===== src/rtl/clk_decode_pkg.sv =====
// Purpose: shared constants and types for the divider and source code decoder
// Assumes: four configuration sets, each one 28-bit word on the register bus
// Notes:   field order inside a set word follows the struct packing below
package clk_decode_pkg;

  // ----------------------------------------------------------------
  // field widths and counts
  // ----------------------------------------------------------------
  localparam int NUM_SETS = 4;
  localparam int SEL_W    = 2;

  typedef struct packed {
    logic [1:0] bankBSourceSel;
    logic [1:0] bankASourceSel;
    logic [1:0] pumpCurrentCode;
    logic [6:0] bankBRatioCode;
    logic [5:0] bankARatioCode;
    logic [1:0] bankAPrescaleCode;
    logic [6:0] feedbackRatioField;
  } cfg_set_type;

  localparam int CFG_W = $bits(cfg_set_type);

  typedef enum logic [1:0] {
    SRC_CRYSTAL,
    SRC_REF_DIFF,
    SRC_DIVIDER_A,
    SRC_DIVIDER_B
  } clk_source_type;

  typedef struct packed {
    logic [7:0]     feedbackRatio;
    logic [2:0]     bankAPrescale;
    logic [5:0]     bankARatio;
    logic [8:0]     bankATotal;
    logic [6:0]     bankBRatio;
    logic [1:0]     pumpCurrentCode;
    clk_source_type bankASource;
    clk_source_type bankBSource;
    logic           invalid;
  } decoded_type;

  // ----------------------------------------------------------------
  // code limits and ratios
  // ----------------------------------------------------------------
  localparam logic [6:0] FB_MIN_FIELD   = 7'h08;
  localparam logic [5:0] RA_MIN_CODE    = 6'h02;
  localparam logic [6:0] RB_MIN_CODE    = 7'h02;
  localparam logic [6:0] RB_EXACT_MAX   = 7'h05;
  localparam logic [1:0] PRE_CODE_DIV2  = 2'h0;
  localparam logic [1:0] PRE_CODE_DIV3  = 2'h1;
  localparam logic [1:0] PRE_CODE_DIV5  = 2'h2;
  localparam logic [1:0] PRE_CODE_ALT2  = 2'h3;
  localparam logic [2:0] PRE_RATIO_2    = 3'h2;
  localparam logic [2:0] PRE_RATIO_3    = 3'h3;
  localparam logic [2:0] PRE_RATIO_5    = 3'h5;

  // ----------------------------------------------------------------
  // register map
  // ----------------------------------------------------------------
  localparam logic [31:0] ADDR_SET_BASE = 32'h0000_0000;
  localparam logic [31:0] ADDR_SET_END  = 32'h0000_0010;
  localparam logic [31:0] ADDR_STATUS   = 32'h0000_0014;
  localparam logic [31:0] ADDR_DECODE   = 32'h0000_0018;
  localparam int          SET_IDX_LSB   = 2;
  localparam int          STAT_SET_LSB  = 0;
  localparam int          STAT_INV_BIT  = 2;
  localparam int          DEC_FB_LSB    = 0;
  localparam int          DEC_TOTA_LSB  = 8;
  localparam int          DEC_RB_LSB    = 17;
  localparam int          DEC_PUMP_LSB  = 24;
  localparam logic [1:0]  HRESP_OKAY    = 2'h0;

  // set contents after reset: feedback 160, bank A 2*8, bank B 8
  localparam cfg_set_type CFG_RESET = '{
    bankBSourceSel:     2'h3,
    bankASourceSel:     2'h2,
    pumpCurrentCode:    2'h2,
    bankBRatioCode:     7'h08,
    bankARatioCode:     6'h08,
    bankAPrescaleCode:  2'h0,
    feedbackRatioField: 7'h50
  };

endpackage


===== src/rtl/divider_and_mux_code_decoder.sv =====
// Purpose: decode the selected configuration set into divider ratios and sources
// Assumes: AHB-Lite single word transfers; set select arrives from pins
// Notes:   reads take two wait states, writes none
//
// Chosen here: the AHB-Lite slave port and the register addresses.
`timescale 1ns/1ps
module divider_and_mux_code_decoder (
  // clock and reset
  input  wire logic                        clk,
  input  wire logic                        rstn,
  // AHB-Lite slave
  input  wire logic                        hsel,
  input  wire logic [31:0]                 haddr,
  input  wire logic [1:0]                  htrans,
  input  wire logic                        hwrite,
  input  wire logic [2:0]                  hsize,
  input  wire logic [31:0]                 hwdata,
  input  wire logic                        hready,
  output      logic                        hreadyout,
  output      logic [31:0]                 hrdata,
  output      logic [1:0]                  hresp,
  // set select pins
  input  wire logic [1:0]                  configSetSel,
  // decoded configuration
  output      clk_decode_pkg::decoded_type decoded,
  output      logic [1:0]                  activeSet
);

  // ----------------------------------------------------------------
  // decode functions
  // ----------------------------------------------------------------
  function automatic logic [2:0] prescaleRatio(input logic [1:0] code);
    unique case (code)
      clk_decode_pkg::PRE_CODE_DIV3: prescaleRatio = clk_decode_pkg::PRE_RATIO_3;
      clk_decode_pkg::PRE_CODE_DIV5: prescaleRatio = clk_decode_pkg::PRE_RATIO_5;
      default:                       prescaleRatio = clk_decode_pkg::PRE_RATIO_2;
    endcase
  endfunction

  function automatic logic [6:0] bankBRatio(input logic [6:0] code);
    if (code <= clk_decode_pkg::RB_EXACT_MAX) begin
      bankBRatio = code;
    end else begin
      bankBRatio = {code[6:1], 1'b0};
    end
  endfunction

  function automatic logic setHit(input logic [31:0] a);
    setHit = (a >= clk_decode_pkg::ADDR_SET_BASE) && (a < clk_decode_pkg::ADDR_SET_END);
  endfunction

  function automatic clk_decode_pkg::clk_source_type clk_source_type_cast(input logic [1:0] c);
    clk_source_type_cast = clk_decode_pkg::clk_source_type'(c);
  endfunction

  // ----------------------------------------------------------------
  // set select synchroniser
  // ----------------------------------------------------------------
  logic [1:0] selMeta_ff;
  logic [1:0] selSync_ff;

  always_ff @(posedge clk or negedge rstn) begin
    if (!rstn) begin
      selMeta_ff <= 2'h0;
      selSync_ff <= 2'h0;
      activeSet  <= 2'h0;
    end else begin
      selMeta_ff <= configSetSel;
      selSync_ff <= selMeta_ff;
      activeSet  <= selSync_ff;
    end
  end

  // ----------------------------------------------------------------
  // bus slave
  // ----------------------------------------------------------------
  logic        accept;
  logic        wrPend_ff;
  logic [1:0]  rdStep_ff;
  logic [31:0] addr_ff;
  logic        memWrEn;
  logic [clk_decode_pkg::CFG_W-1:0] busSetWord;
  clk_decode_pkg::cfg_set_type      cfg;

  assign accept  = hsel && hready && htrans[1];
  // writes land at the end of the data phase, when hwdata is valid
  assign memWrEn = wrPend_ff && setHit(addr_ff);

  always_ff @(posedge clk or negedge rstn) begin
    if (!rstn) begin
      wrPend_ff <= 1'b0;
      addr_ff   <= 32'h0000_0000;
    end else begin
      wrPend_ff <= accept && hwrite;
      if (accept) begin
        addr_ff <= haddr;
      end
    end
  end

  // two steps: store read on addr_ff, then result mux into hrdata
  always_ff @(posedge clk or negedge rstn) begin
    if (!rstn) begin
      rdStep_ff <= 2'h0;
      hreadyout <= 1'b1;
      hrdata    <= 32'h0000_0000;
    end else begin
      unique case (rdStep_ff)
        2'h0: begin
          if (accept && !hwrite) begin
            rdStep_ff <= 2'h1;
            hreadyout <= 1'b0;
          end
        end
        2'h1: rdStep_ff <= 2'h2;
        default: begin
          rdStep_ff <= 2'h0;
          hreadyout <= 1'b1;
          if (setHit(addr_ff)) begin
            hrdata <= 32'(busSetWord);
          end else if (addr_ff == clk_decode_pkg::ADDR_STATUS) begin
            hrdata <= 32'h0000_0000;
            hrdata[clk_decode_pkg::STAT_SET_LSB +: 2] <= activeSet;
            hrdata[clk_decode_pkg::STAT_INV_BIT]      <= decoded.invalid;
          end else if (addr_ff == clk_decode_pkg::ADDR_DECODE) begin
            hrdata <= 32'h0000_0000;
            hrdata[clk_decode_pkg::DEC_FB_LSB +: 8]   <= decoded.feedbackRatio;
            hrdata[clk_decode_pkg::DEC_TOTA_LSB +: 9] <= decoded.bankATotal;
            hrdata[clk_decode_pkg::DEC_RB_LSB +: 7]   <= decoded.bankBRatio;
            hrdata[clk_decode_pkg::DEC_PUMP_LSB +: 2] <= decoded.pumpCurrentCode;
          end else begin
            hrdata <= 32'h0000_0000;
          end
        end
      endcase
    end
  end

  always_ff @(posedge clk or negedge rstn) begin
    if (!rstn) begin
      hresp <= clk_decode_pkg::HRESP_OKAY;
    end else begin
      hresp <= clk_decode_pkg::HRESP_OKAY;
    end
  end

  // ----------------------------------------------------------------
  // configuration set storage
  // ----------------------------------------------------------------
  logic [clk_decode_pkg::CFG_W-1:0] activeWord;

  cfg_set_store #(
    .WIDTH      (clk_decode_pkg::CFG_W),
    .DEPTH      (clk_decode_pkg::NUM_SETS),
    .AW         (clk_decode_pkg::SEL_W),
    .RESET_WORD (clk_decode_pkg::CFG_RESET)
  ) u_store (
    .clk     (clk),
    .rstn    (rstn),
    .wrEn    (memWrEn),
    .wrAddr  (addr_ff[clk_decode_pkg::SET_IDX_LSB +: 2]),
    .wrData  (hwdata[clk_decode_pkg::CFG_W-1:0]),
    .rdAddrA (activeSet),
    .rdDataA (activeWord),
    .rdAddrB (addr_ff[clk_decode_pkg::SET_IDX_LSB +: 2]),
    .rdDataB (busSetWord)
  );

  assign cfg = clk_decode_pkg::cfg_set_type'(activeWord);

  // ----------------------------------------------------------------
  // decode
  // ----------------------------------------------------------------
  clk_decode_pkg::decoded_type nxtDecoded;

  always_comb begin
    nxtDecoded = '0;
    // field holds divider bits 7..1; bit 0 is always zero
    nxtDecoded.feedbackRatio   = {cfg.feedbackRatioField, 1'b0};
    nxtDecoded.bankAPrescale   = prescaleRatio(cfg.bankAPrescaleCode);
    nxtDecoded.bankARatio      = cfg.bankARatioCode;
    // widen both factors first: 5 x 63 needs all nine bits
    nxtDecoded.bankATotal      = 9'(nxtDecoded.bankAPrescale) * 9'(nxtDecoded.bankARatio);
    nxtDecoded.bankBRatio      = bankBRatio(cfg.bankBRatioCode);
    // pump code passes through; matching it to the ratio is software's job
    nxtDecoded.pumpCurrentCode = cfg.pumpCurrentCode;
    nxtDecoded.bankASource     = clk_source_type_cast(cfg.bankASourceSel);
    nxtDecoded.bankBSource     = clk_source_type_cast(cfg.bankBSourceSel);
    nxtDecoded.invalid         = (cfg.feedbackRatioField < clk_decode_pkg::FB_MIN_FIELD)
                              || (cfg.bankARatioCode < clk_decode_pkg::RA_MIN_CODE)
                              || (cfg.bankBRatioCode < clk_decode_pkg::RB_MIN_CODE);
  end

  always_ff @(posedge clk or negedge rstn) begin
    if (!rstn) begin
      decoded <= '0;
    end else begin
      decoded <= nxtDecoded;
    end
  end

  // ----------------------------------------------------------------
  // checks
  // ----------------------------------------------------------------
  logic [1:0] upCnt_ff;

  always_ff @(posedge clk or negedge rstn) begin
    if (!rstn) begin
      upCnt_ff <= 2'h0;
    end else if (upCnt_ff != 2'h3) begin
      upCnt_ff <= upCnt_ff + 2'h1;
    end
  end
endmodule // divider_and_mux_code_decoder


===== src/rtl/cfg_set_store.sv =====
// Purpose: storage for the configuration sets, one write and two read ports
// Assumes: single clock; read data registered
// Notes:   a write and a read of one entry in one cycle return the old word
`timescale 1ns/1ps
module cfg_set_store #(
  parameter int                 WIDTH      = 28,
  parameter int                 DEPTH      = 4,
  parameter int                 AW         = 2,
  parameter logic [WIDTH-1:0]   RESET_WORD = '0
) (
  // clock and reset
  input  wire logic             clk,
  input  wire logic             rstn,
  // write port
  input  wire logic             wrEn,
  input  wire logic [AW-1:0]    wrAddr,
  input  wire logic [WIDTH-1:0] wrData,
  // read ports
  input  wire logic [AW-1:0]    rdAddrA,
  output      logic [WIDTH-1:0] rdDataA,
  input  wire logic [AW-1:0]    rdAddrB,
  output      logic [WIDTH-1:0] rdDataB
);

  logic [WIDTH-1:0] mem_ff [DEPTH];

  always_ff @(posedge clk or negedge rstn) begin
    if (!rstn) begin
      for (int i = 0; i < DEPTH; i++) begin
        mem_ff[i] <= RESET_WORD;
      end
    end else if (wrEn) begin
      mem_ff[wrAddr] <= wrData;
    end
  end

  always_ff @(posedge clk or negedge rstn) begin
    if (!rstn) begin
      rdDataA <= RESET_WORD;
      rdDataB <= RESET_WORD;
    end else begin
      rdDataA <= mem_ff[rdAddrA];
      rdDataB <= mem_ff[rdAddrB];
    end
  end

endmodule // cfg_set_store


===== config.mk =====
export PLATFORM = sky130hd
export DESIGN_NAME = divider_and_mux_code_decoder
export DESIGN_NICKNAME = d
export VERILOG_FILES = /design/src/rtl/clk_decode_pkg.sv /design/src/rtl/divider_and_mux_code_decoder.sv /design/src/rtl/cfg_set_store.sv
export SDC_FILE = /design/constraint.sdc
export NUM_CORES = 1
export LEC_CHECK = 0
export BUFFER_PORTS_ARGS = -buffer_cell sky130_fd_sc_hd__buf_2
export CAP_MARGIN = 20
export CORE_UTILIZATION = 40
export DETAILED_ROUTE_END_ITERATION = 6
export HOLD_SLACK_MARGIN = 0.12
export SYNTH_ARGS = -nofsm -noshare
export SYNTH_HDL_FRONTEND = slang
export SYNTH_SLANG_ARGS = --single-unit

===== constraint.sdc =====
create_clock -name clk -period 3.5 [get_ports clk]
set_input_delay 0.35 -clock clk [delete_from_list [all_inputs] [get_ports clk]]
set_output_delay 0.35 -clock clk [all_outputs]
set_load 0.02 [all_outputs]

==> impl_metrics.toml, run 1 <==
[sta]
tightest_slew_ns = 0.860
hold_viol_final = 0
setup-tns-final_ns = 0
setup_viol = 0
fin_crit_sh_pct = 75.6
fmax_mhz = 378
slew_headroom_pct = 42.6
final_max_slew_viol_count = 0
fin_crit_ns = 2.65
skew_ns = 0.0179
grt_setup_unrepaired = "no"

[place]
post-dp-hpwl_um = 15500
port-buffer-count = 137
gp_congestion = 0.738

[routing]
wl_um = 24900
drt_iter0_markers = 341
routed_via_density = 5.06
wl_per_cell_um = 19.1
dr.pass1.iters = 4
dr_total_vias = 6602
postRouteAntennaNets = 0
wl_met2_um = 12100
drc = 0
met3_length_um = 999
wl_met1_um = 11400
routed.top_layer = "met4"

[setup_path]
worstSetupStartpointType = "flop"
cp_num_buf_inv = 4
ff2ff_setup_slack_ns = 0.85
r2r-end = "decoded[22]"
cp_max_fo = 5
crit_path_end_kind = "flop"
cp.required_ns = 3.90
slowest_delay_ns = 0.48
reg2reg_depth = 12
criticalPathCategory = "flop to flop"
cp_top_family = "adder cells"
slowest_stage = "fa_1"
worstSetupStartpoint = "u_store.rdDataA[8]"
reg2reg_from = "u_store.rdDataA[8]"
crit_top_cell = "inv_1"
cp_cell_sequence = "ha_1, inv_1, nand2_1, fa_1, inv_1, ha_1, inv_1, fa_1, inv_1, a21o_1, a21oi_1, o21ai_0"
arrival_ns = 3.05

[pwr]
p_clk_share_pct = 45.3
p_per_area_mw_per_mm2 = 497
pwr-share-seq_pct = 48.0
netSwitchingFraction_pct = 22.8
combinationalPowerShare_pct = 6.8
power_leakage_nw = 6.96
max-vdd-ir-drop_v = 0.000334
power.switching_w = 0.00161
intPower_w = 0.00547

[clock_tree]
h-tree-depth = 1
clk_pin_slew_ns = 0.06
cts_root_buf = "clkbuf_16"
cts_tree = "done"
clockBufferDepth = 3
clock_latency_ns = 0.56
numClockSinks = 277
cts_buffers = 30
post_cts_resized = 0
cts_setup_buffers = 0

[synth]
synth-edff-count = 0
synth-async-reset-ratio_pct = 100
synth_warnings = 0
syn_area_per_cell_um2 = 16.8
synth_cell_types = 43
ys_seq_area_share_pct = 60.8
synth_area_mm2 = 0.0115
synth-main-ff-cell = "dfrtp_1"
synth_seq_cells = 277
synth_cells = 685

[worst_hold_path]
worstHoldEndpoint = "decoded[5]"
hold_start = "u_store.rdDataA[22]"
holdPathStages = 0
hp-class = "flop to flop"

[floorplanning]
num_rows = 61
die_width_um = 172
pin_count = 153
die_y_um = 172
die-area_mm2 = 0.0294
start_util_pct = 41.1
coreArea_mm2 = 0.0280

[global_route]
track_usage_pct = 17.7
antenna_found_initial = 0
grt_pass1_wl_um = 39700
grt_pass1_vias = 6897
gr-total-overflow = 0
grt_max_degree = 102

[layout]
final_cell_mix = "226 x dfrtp_1, 136 x buf_2, 64 x mux2_2, 64 x dlygate4sd3_1, 60 x mux2_1"
drive_gt1_share_pct = 43.8
final-seq-area_mm2 = 0.00700
syn_to_final_growth_pct = 24.0
n_antenna_cell = 0
final.fill_count = 2382
multi_input_area_mm2 = 0.00423
layout_commonest_cell = "dfrtp_1"
final_core_util_pct = 50.9
nets = 994

[job]
maxCapViolations = 0

[run_status]
outcome = "finished, final reports clean"
## cells by family after synthesis
kind of cell / after synthesis / synth area share [%]
buffers and inverters: 54 / 2.74
other: 1 / 0.0326
adder cells (fa/ha/maj): 15 / 1.96
XOR/XNOR: 4 / 0.305
multiplexers: 200 / 25.7
flip-flops: 277 / 60.8
AND/OR/NAND/NOR: 91 / 5.31
AO/OA/AOI/OAI: 43 / 3.13
## routing by layer
layer / GRT usage, % / vias up
li1: - / 2959
met1: 24.8 / 3469
met2: 28.7 / 139
met3: 2.85 / 35
met4: 4.15 / 0
met5: 0 / -
## registers in the layout (all words and copies together), names as in the netlist, 2 cells and up
register,count
hrdata,28
rdStep_ff,2
u_store.mem_ff,112
u_store.rdDataA,28
selMeta_ff,2
addr_ff,32
selSync_ff,2
activeSet,2
decoded,39
u_store.rdDataB,28
## repair_timing
item,in CTS,in global routing
endpoints found under the setup margin,0,0
hold endpoints to repair,243,0
hold buffers,64,0
## power by group through the flow
stage                     logic [W]  registers (W)  clock network, W
after floorplan            0.000255        0.00342                 0
after global placement     0.000427        0.00346                 0
after detailed placement   0.000430        0.00346                 0
after CTS                  0.000488        0.00340           0.00329
after global routing       0.000528        0.00341           0.00343
final                      0.000479        0.00340           0.00321
## cell usage after synthesis, types with 2 or more instances
master,n,area (µm²)
a211oi_1,3,22.5
a21oi_1,8,40.0
a221o_1,23,230
a22o_1,4,35.0
and2_1,3,18.8
buf_1,3,11.3
buf_12,2,40.0
buf_2,7,35.0
buf_4,7,52.6
buf_6,6,67.6
clkbuf_1,12,45.0
dfrtp_1,228,5710
dfstp_2,49,1290
fa_1,5,100
ha_1,10,125
inv_1,17,63.8
mux2_1,60,676
mux2_2,64,721
mux2_4,20,300
mux4_2,56,1260
nand2_1,18,67.6
nand3_1,5,25.0
nand4_1,2,12.5
nor2_1,9,33.8
nor2b_1,31,194
nor3_4,4,65.1
nor4_1,5,31.3
nor4_2,4,50.1
nor4_4,2,42.5
o21ai_0,2,10.0
xnor2_1,4,35.0
## worst reg2reg max path, cell delays in order (launching register included)
cell     delay, ns
dfrtp_1       0.38
ha_1          0.31
inv_1         0.16
nand2_1       0.09
fa_1          0.48
inv_1         0.04
ha_1          0.20
inv_1         0.07
fa_1          0.21
inv_1         0.05
a21o_1        0.17
a21oi_1       0.22
o21ai_0       0.14
## through the flow
step                hold WS [ns]  cell area, µm²  worst slack, ns  std cells  power (W)
finish                     0.345           14300            0.853       1305    0.00708
global placement           0.332           12600            0.890       1185    0.00388
global route               0.352           14300            0.649       1305    0.00737
detailed placement         0.336           12600            0.879       1185    0.00389
floorplan                 0.0544           11500             1.11        691    0.00368
CTS                        0.347           14300            0.838       1305    0.00718
## worst max-delay path by stage
| stage | to | cells after the start |
|---|---|---|
| 6_report | decoded[22] | 12 |
| 5_1_grt | decoded[22] | 13 |
| 4_1_cts | decoded[22] | 13 |
| 3_5_place_dp | decoded[22] | 13 |
| 3_3_place_gp | decoded[22] | 13 |
| 2_1_floorplan | decoded[22] | 12 |
## final cells by class
cell class	count	area share, %
well taps	378	3.32
clock inverters	15	1.31
clock buffers	41	5.76
multi-input cells	360	29.6
inverters	17	0.447
repair buffers	217	10.5
flip-flops and latches	277	49.1
Power figures use the tool's default switching activity.
==> run 2, diff against run 1 <==
--- a/config.mk
+++ b/config.mk
@@ -5,6 +5,7 @@
 export SDC_FILE = /design/constraint.sdc
 export NUM_CORES = 1
 export LEC_CHECK = 0
+export ABC_AREA = 1
 export BUFFER_PORTS_ARGS = -buffer_cell sky130_fd_sc_hd__buf_2
 export CAP_MARGIN = 20
 export CORE_UTILIZATION = 40
==> constraint.sdc (replaced) <==
create_clock -name clk -period 2.65 [get_ports clk]
set_input_delay 0.265 -clock clk [delete_from_list [all_inputs] [get_ports clk]]
set_output_delay 0.265 -clock clk [all_outputs]
set_load 0.02 [all_outputs]
==> run 2 against run 1 <==
Compared with the run above: critical path depth unchanged; critical path type unchanged; power is 49% higher; global-route usage increased by 3.5 points; worst setup slack worse by 0.71 ns; largest power group unchanged; clock power rose by 40%; via count up 47%; clock skew fell by 0.0047 ns; highest routed layer is now met5; synthesized cell count rose by 94%; non-clock buffer count grew 10; cell area up 2.7%; synthesized area is 3.0% higher.
==> impl_metrics.toml, run 2 <==
[layout]
regMostFlops = "u_store.mem_ff"
reg_top3 = "u_store.mem_ff x112, decoded x39, addr_ff x32"
final_cell_mix = "457 x nand2_1, 228 x dfrtp_1, 180 x nand3_1, 136 x buf_2, 79 x nor2_1"
nets = 1600
drive_gt1_share_pct = 18.5
largest_reg_flops = 112
syn_to_final_growth_pct = 23.7
final.fill_count = 2707
final_area_mm2 = 0.0146
layout_commonest_cell = "nand2_1"

[sta]
fin_crit_sh_pct = 94.7
fin_crit_ns = 2.51
skew_ns = 0.0132
fmax_mhz = 398
slew_headroom_pct = 48.1
whs_ns = 0.239
setup-tns-final_ns = 0
tightest_slew_ns = 0.775
final_max_slew_viol_count = 0
setup_viol = 0
hold_viol_final = 0
grt_setup_unrepaired = "no"

[global_route]
grt_pass1_vias = 9296
antenna_found_initial = 4
gr-total-overflow = 0
grt_pass1_wl_um = 51500
track_usage_pct = 21.2
grt_max_degree = 71

[setup_path]
cp_cell_sequence = "inv_1, ha_2, inv_2, nand2_1, fa_1, inv_1, ha_1, inv_1, fa_1, o21ai_1, a21oi_1, o21bai_1"
cp_top_family = "adder cells"
cp_max_fo = 5
slowest_stage = "fa_1"
criticalPathCategory = "flop to flop"
cp_num_buf_inv = 4
crit_path_end_kind = "flop"
arrival_ns = 2.99
slowest_delay_ns = 0.42
cp.required_ns = 3.13
worstSetupStartpointType = "flop"
crit_top_cell = "inv_1"

[clock_tree]
h-tree-depth = 1
cts_root_buf = "clkbuf_16"
clock_latency_ns = 0.56
clockBufferDepth = 3
cts_setup_buffers = 0
cts_tree = "done"
numClockSinks = 277
clk_pin_slew_ns = 0.06
cts_buffers = 31

[synth]
synth-async-reset-ratio_pct = 100
yosysMostFrequentCell = "nand2_1"
synth-main-ff-cell = "dfrtp_1"
yosys-top-cells-count = "457 x nand2_1, 228 x dfrtp_1, 180 x nand3_1"
ys_seq_area_share_pct = 59.1
ys_top_cells_by_area = "dfrtp_1 48%, nand2_1 14%, dfstp_2 11%, nand3_1 7.6%, a22oi_1 3.1%"
synth_seq_cells = 277
synth_warnings = 0
synth-edff-count = 0
synth_area_mm2 = 0.0118
syn_area_per_cell_um2 = 8.89
synth_cells = 1332
synth.top_cell.area_share_pct = 48.2
synth_area_leader_cell = "dfrtp_1"
synth_cell_types = 29

[pwr]
power_leakage_nw = 6.99
max-vdd-ir-drop_v = 0.000525
p_per_area_mw_per_mm2 = 720

[floorplanning]
die-area_mm2 = 0.0303
num_rows = 62
pin_count = 153
start_util_pct = 40.9
die_width_um = 174
die_y_um = 174
coreArea_mm2 = 0.0289

[run_status]
outcome = "finished, final reports clean"

[place]
dpl-instance-area_mm2 = 0.0129
gp_congestion = 0.791
port-buffer-count = 137
post-dp-hpwl_um = 19600

[routing]
routed_via_density = 5.06
drt_iter0_markers = 746
wl_um = 31700
dr_total_vias = 9721
postRouteAntennaNets = 0
wl_per_cell_um = 16.5
drc = 0
dr.pass1.iters = 5

[worst_hold_path]
hp-class = "input port to asynchronous set/reset pin"

[job]
maxCapViolations = 0
==> run 2: changes by cell type in the layout (fill, tap and decap cells not counted), sizes merged, moves of 38 or more <==
cell	before	now
nand2	19	461
nand3	5	180
mux2	144	0
o21ai	2	82
nor2	9	83
mux4	56	0
a22oi	0	49
inv	17	55
==> run 2: worst paths after layout <==
| path | from | end | slack, ns | cells past startpoint |
|---|---|---|---|---|
| worst max-delay path | u_store.rdDataA[7] | decoded[22] | 0.14 | 12 |
| worst min-delay path | rstn | decoded[30] | 0.24 | 2 |
| worst max register to register | u_store.rdDataA[7] | decoded[22] | 0.14 | 12 |
| worst min register to register | selMeta_ff[1] | selSync_ff[1] | 0.34 | 0 |
| max in group asynchronous | rstn | u_store.rdDataB[25] | 1.51 | 3 |
| min in group clk | hready | wrPend_ff | 0.24 | 3 |
==> run 2: stage by stage <==
step	worst slack, ns	power [W]	cells	util [%]
CTS	0.00968	0.0106	1918	50.6
global placement	0.0639	0.00604	1796	44.6
global route	0.00518	0.0110	1920	50.6
detailed placement	0.0287	0.00606	1796	44.6
finish	0.139	0.0105	1921	50.6
floorplan	0.227	0.00546	1338	-
==> run 2: kinds of logic after synthesis <==
| group | Yosys count | synth area share (%) |
|---|---|---|
| buffers and inverters | 142 | 5.12 |
| other | 1 | 0.0317 |
| XOR/XNOR | 3 | 0.222 |
| flip-flops | 277 | 59.1 |
| adder cells (fa/ha/maj) | 15 | 1.90 |
| AND/OR/NAND/NOR | 729 | 25.3 |
| AO/OA/AOI/OAI | 165 | 8.35 |
==> run 2: what timing repair did <==
action | CTS | global route
endpoints found under the setup margin | 0 | 3
resized for setup | 0 | 4
endpoints found under the hold margin | 230 | 0
hold buffers | 64 | 0
==> run 2: power by group <==
group,switching [W],leakage (nW),internal [W]
combinational,0.000906,3.49,0.000460
clock,0.00174,0.541,0.00273
sequential,0.000133,2.96,0.00456
total,0.00278,6.99,0.00776
==> run 2: final cells by class <==
class	count	area, µm²	area share, %
Timing Repair Buffer	227	1610	11.0
Antenna cell	3	7.51	0.0513
Sequential cell	277	6990	47.7
Clock buffer	43	891	6.08
Inverter	53	199	1.36
Multi-Input combinational cell	919	4280	29.2
Tap cell	384	480	3.28
Clock inverter	15	189	1.29
==> run 2: worst register-to-register path, stage by stage (launching register included) <==
cell and delay [ns]:
dfrtp_1 0.37, inv_1 0.08, ha_2 0.29, inv_2 0.10, nand2_1 0.07, fa_1 0.42, inv_1 0.07, ha_1 0.15
inv_1 0.05, fa_1 0.40, o21ai_1 0.22, a21oi_1 0.09, o21bai_1 0.12
==> run 2: per-layer routing <==
| metal | wire (µm) | track usage [%] | vias up |
|---|---|---|---|
| met5 | 27 | 0 | - |
| met2 | 13600 | 31.2 | 317 |
| met1 | 15500 | 32.4 | 4633 |
| met3 | 1930 | 3.48 | 61 |
| met4 | 609 | 5.26 | 4 |
| li1 | - | - | 4706 |
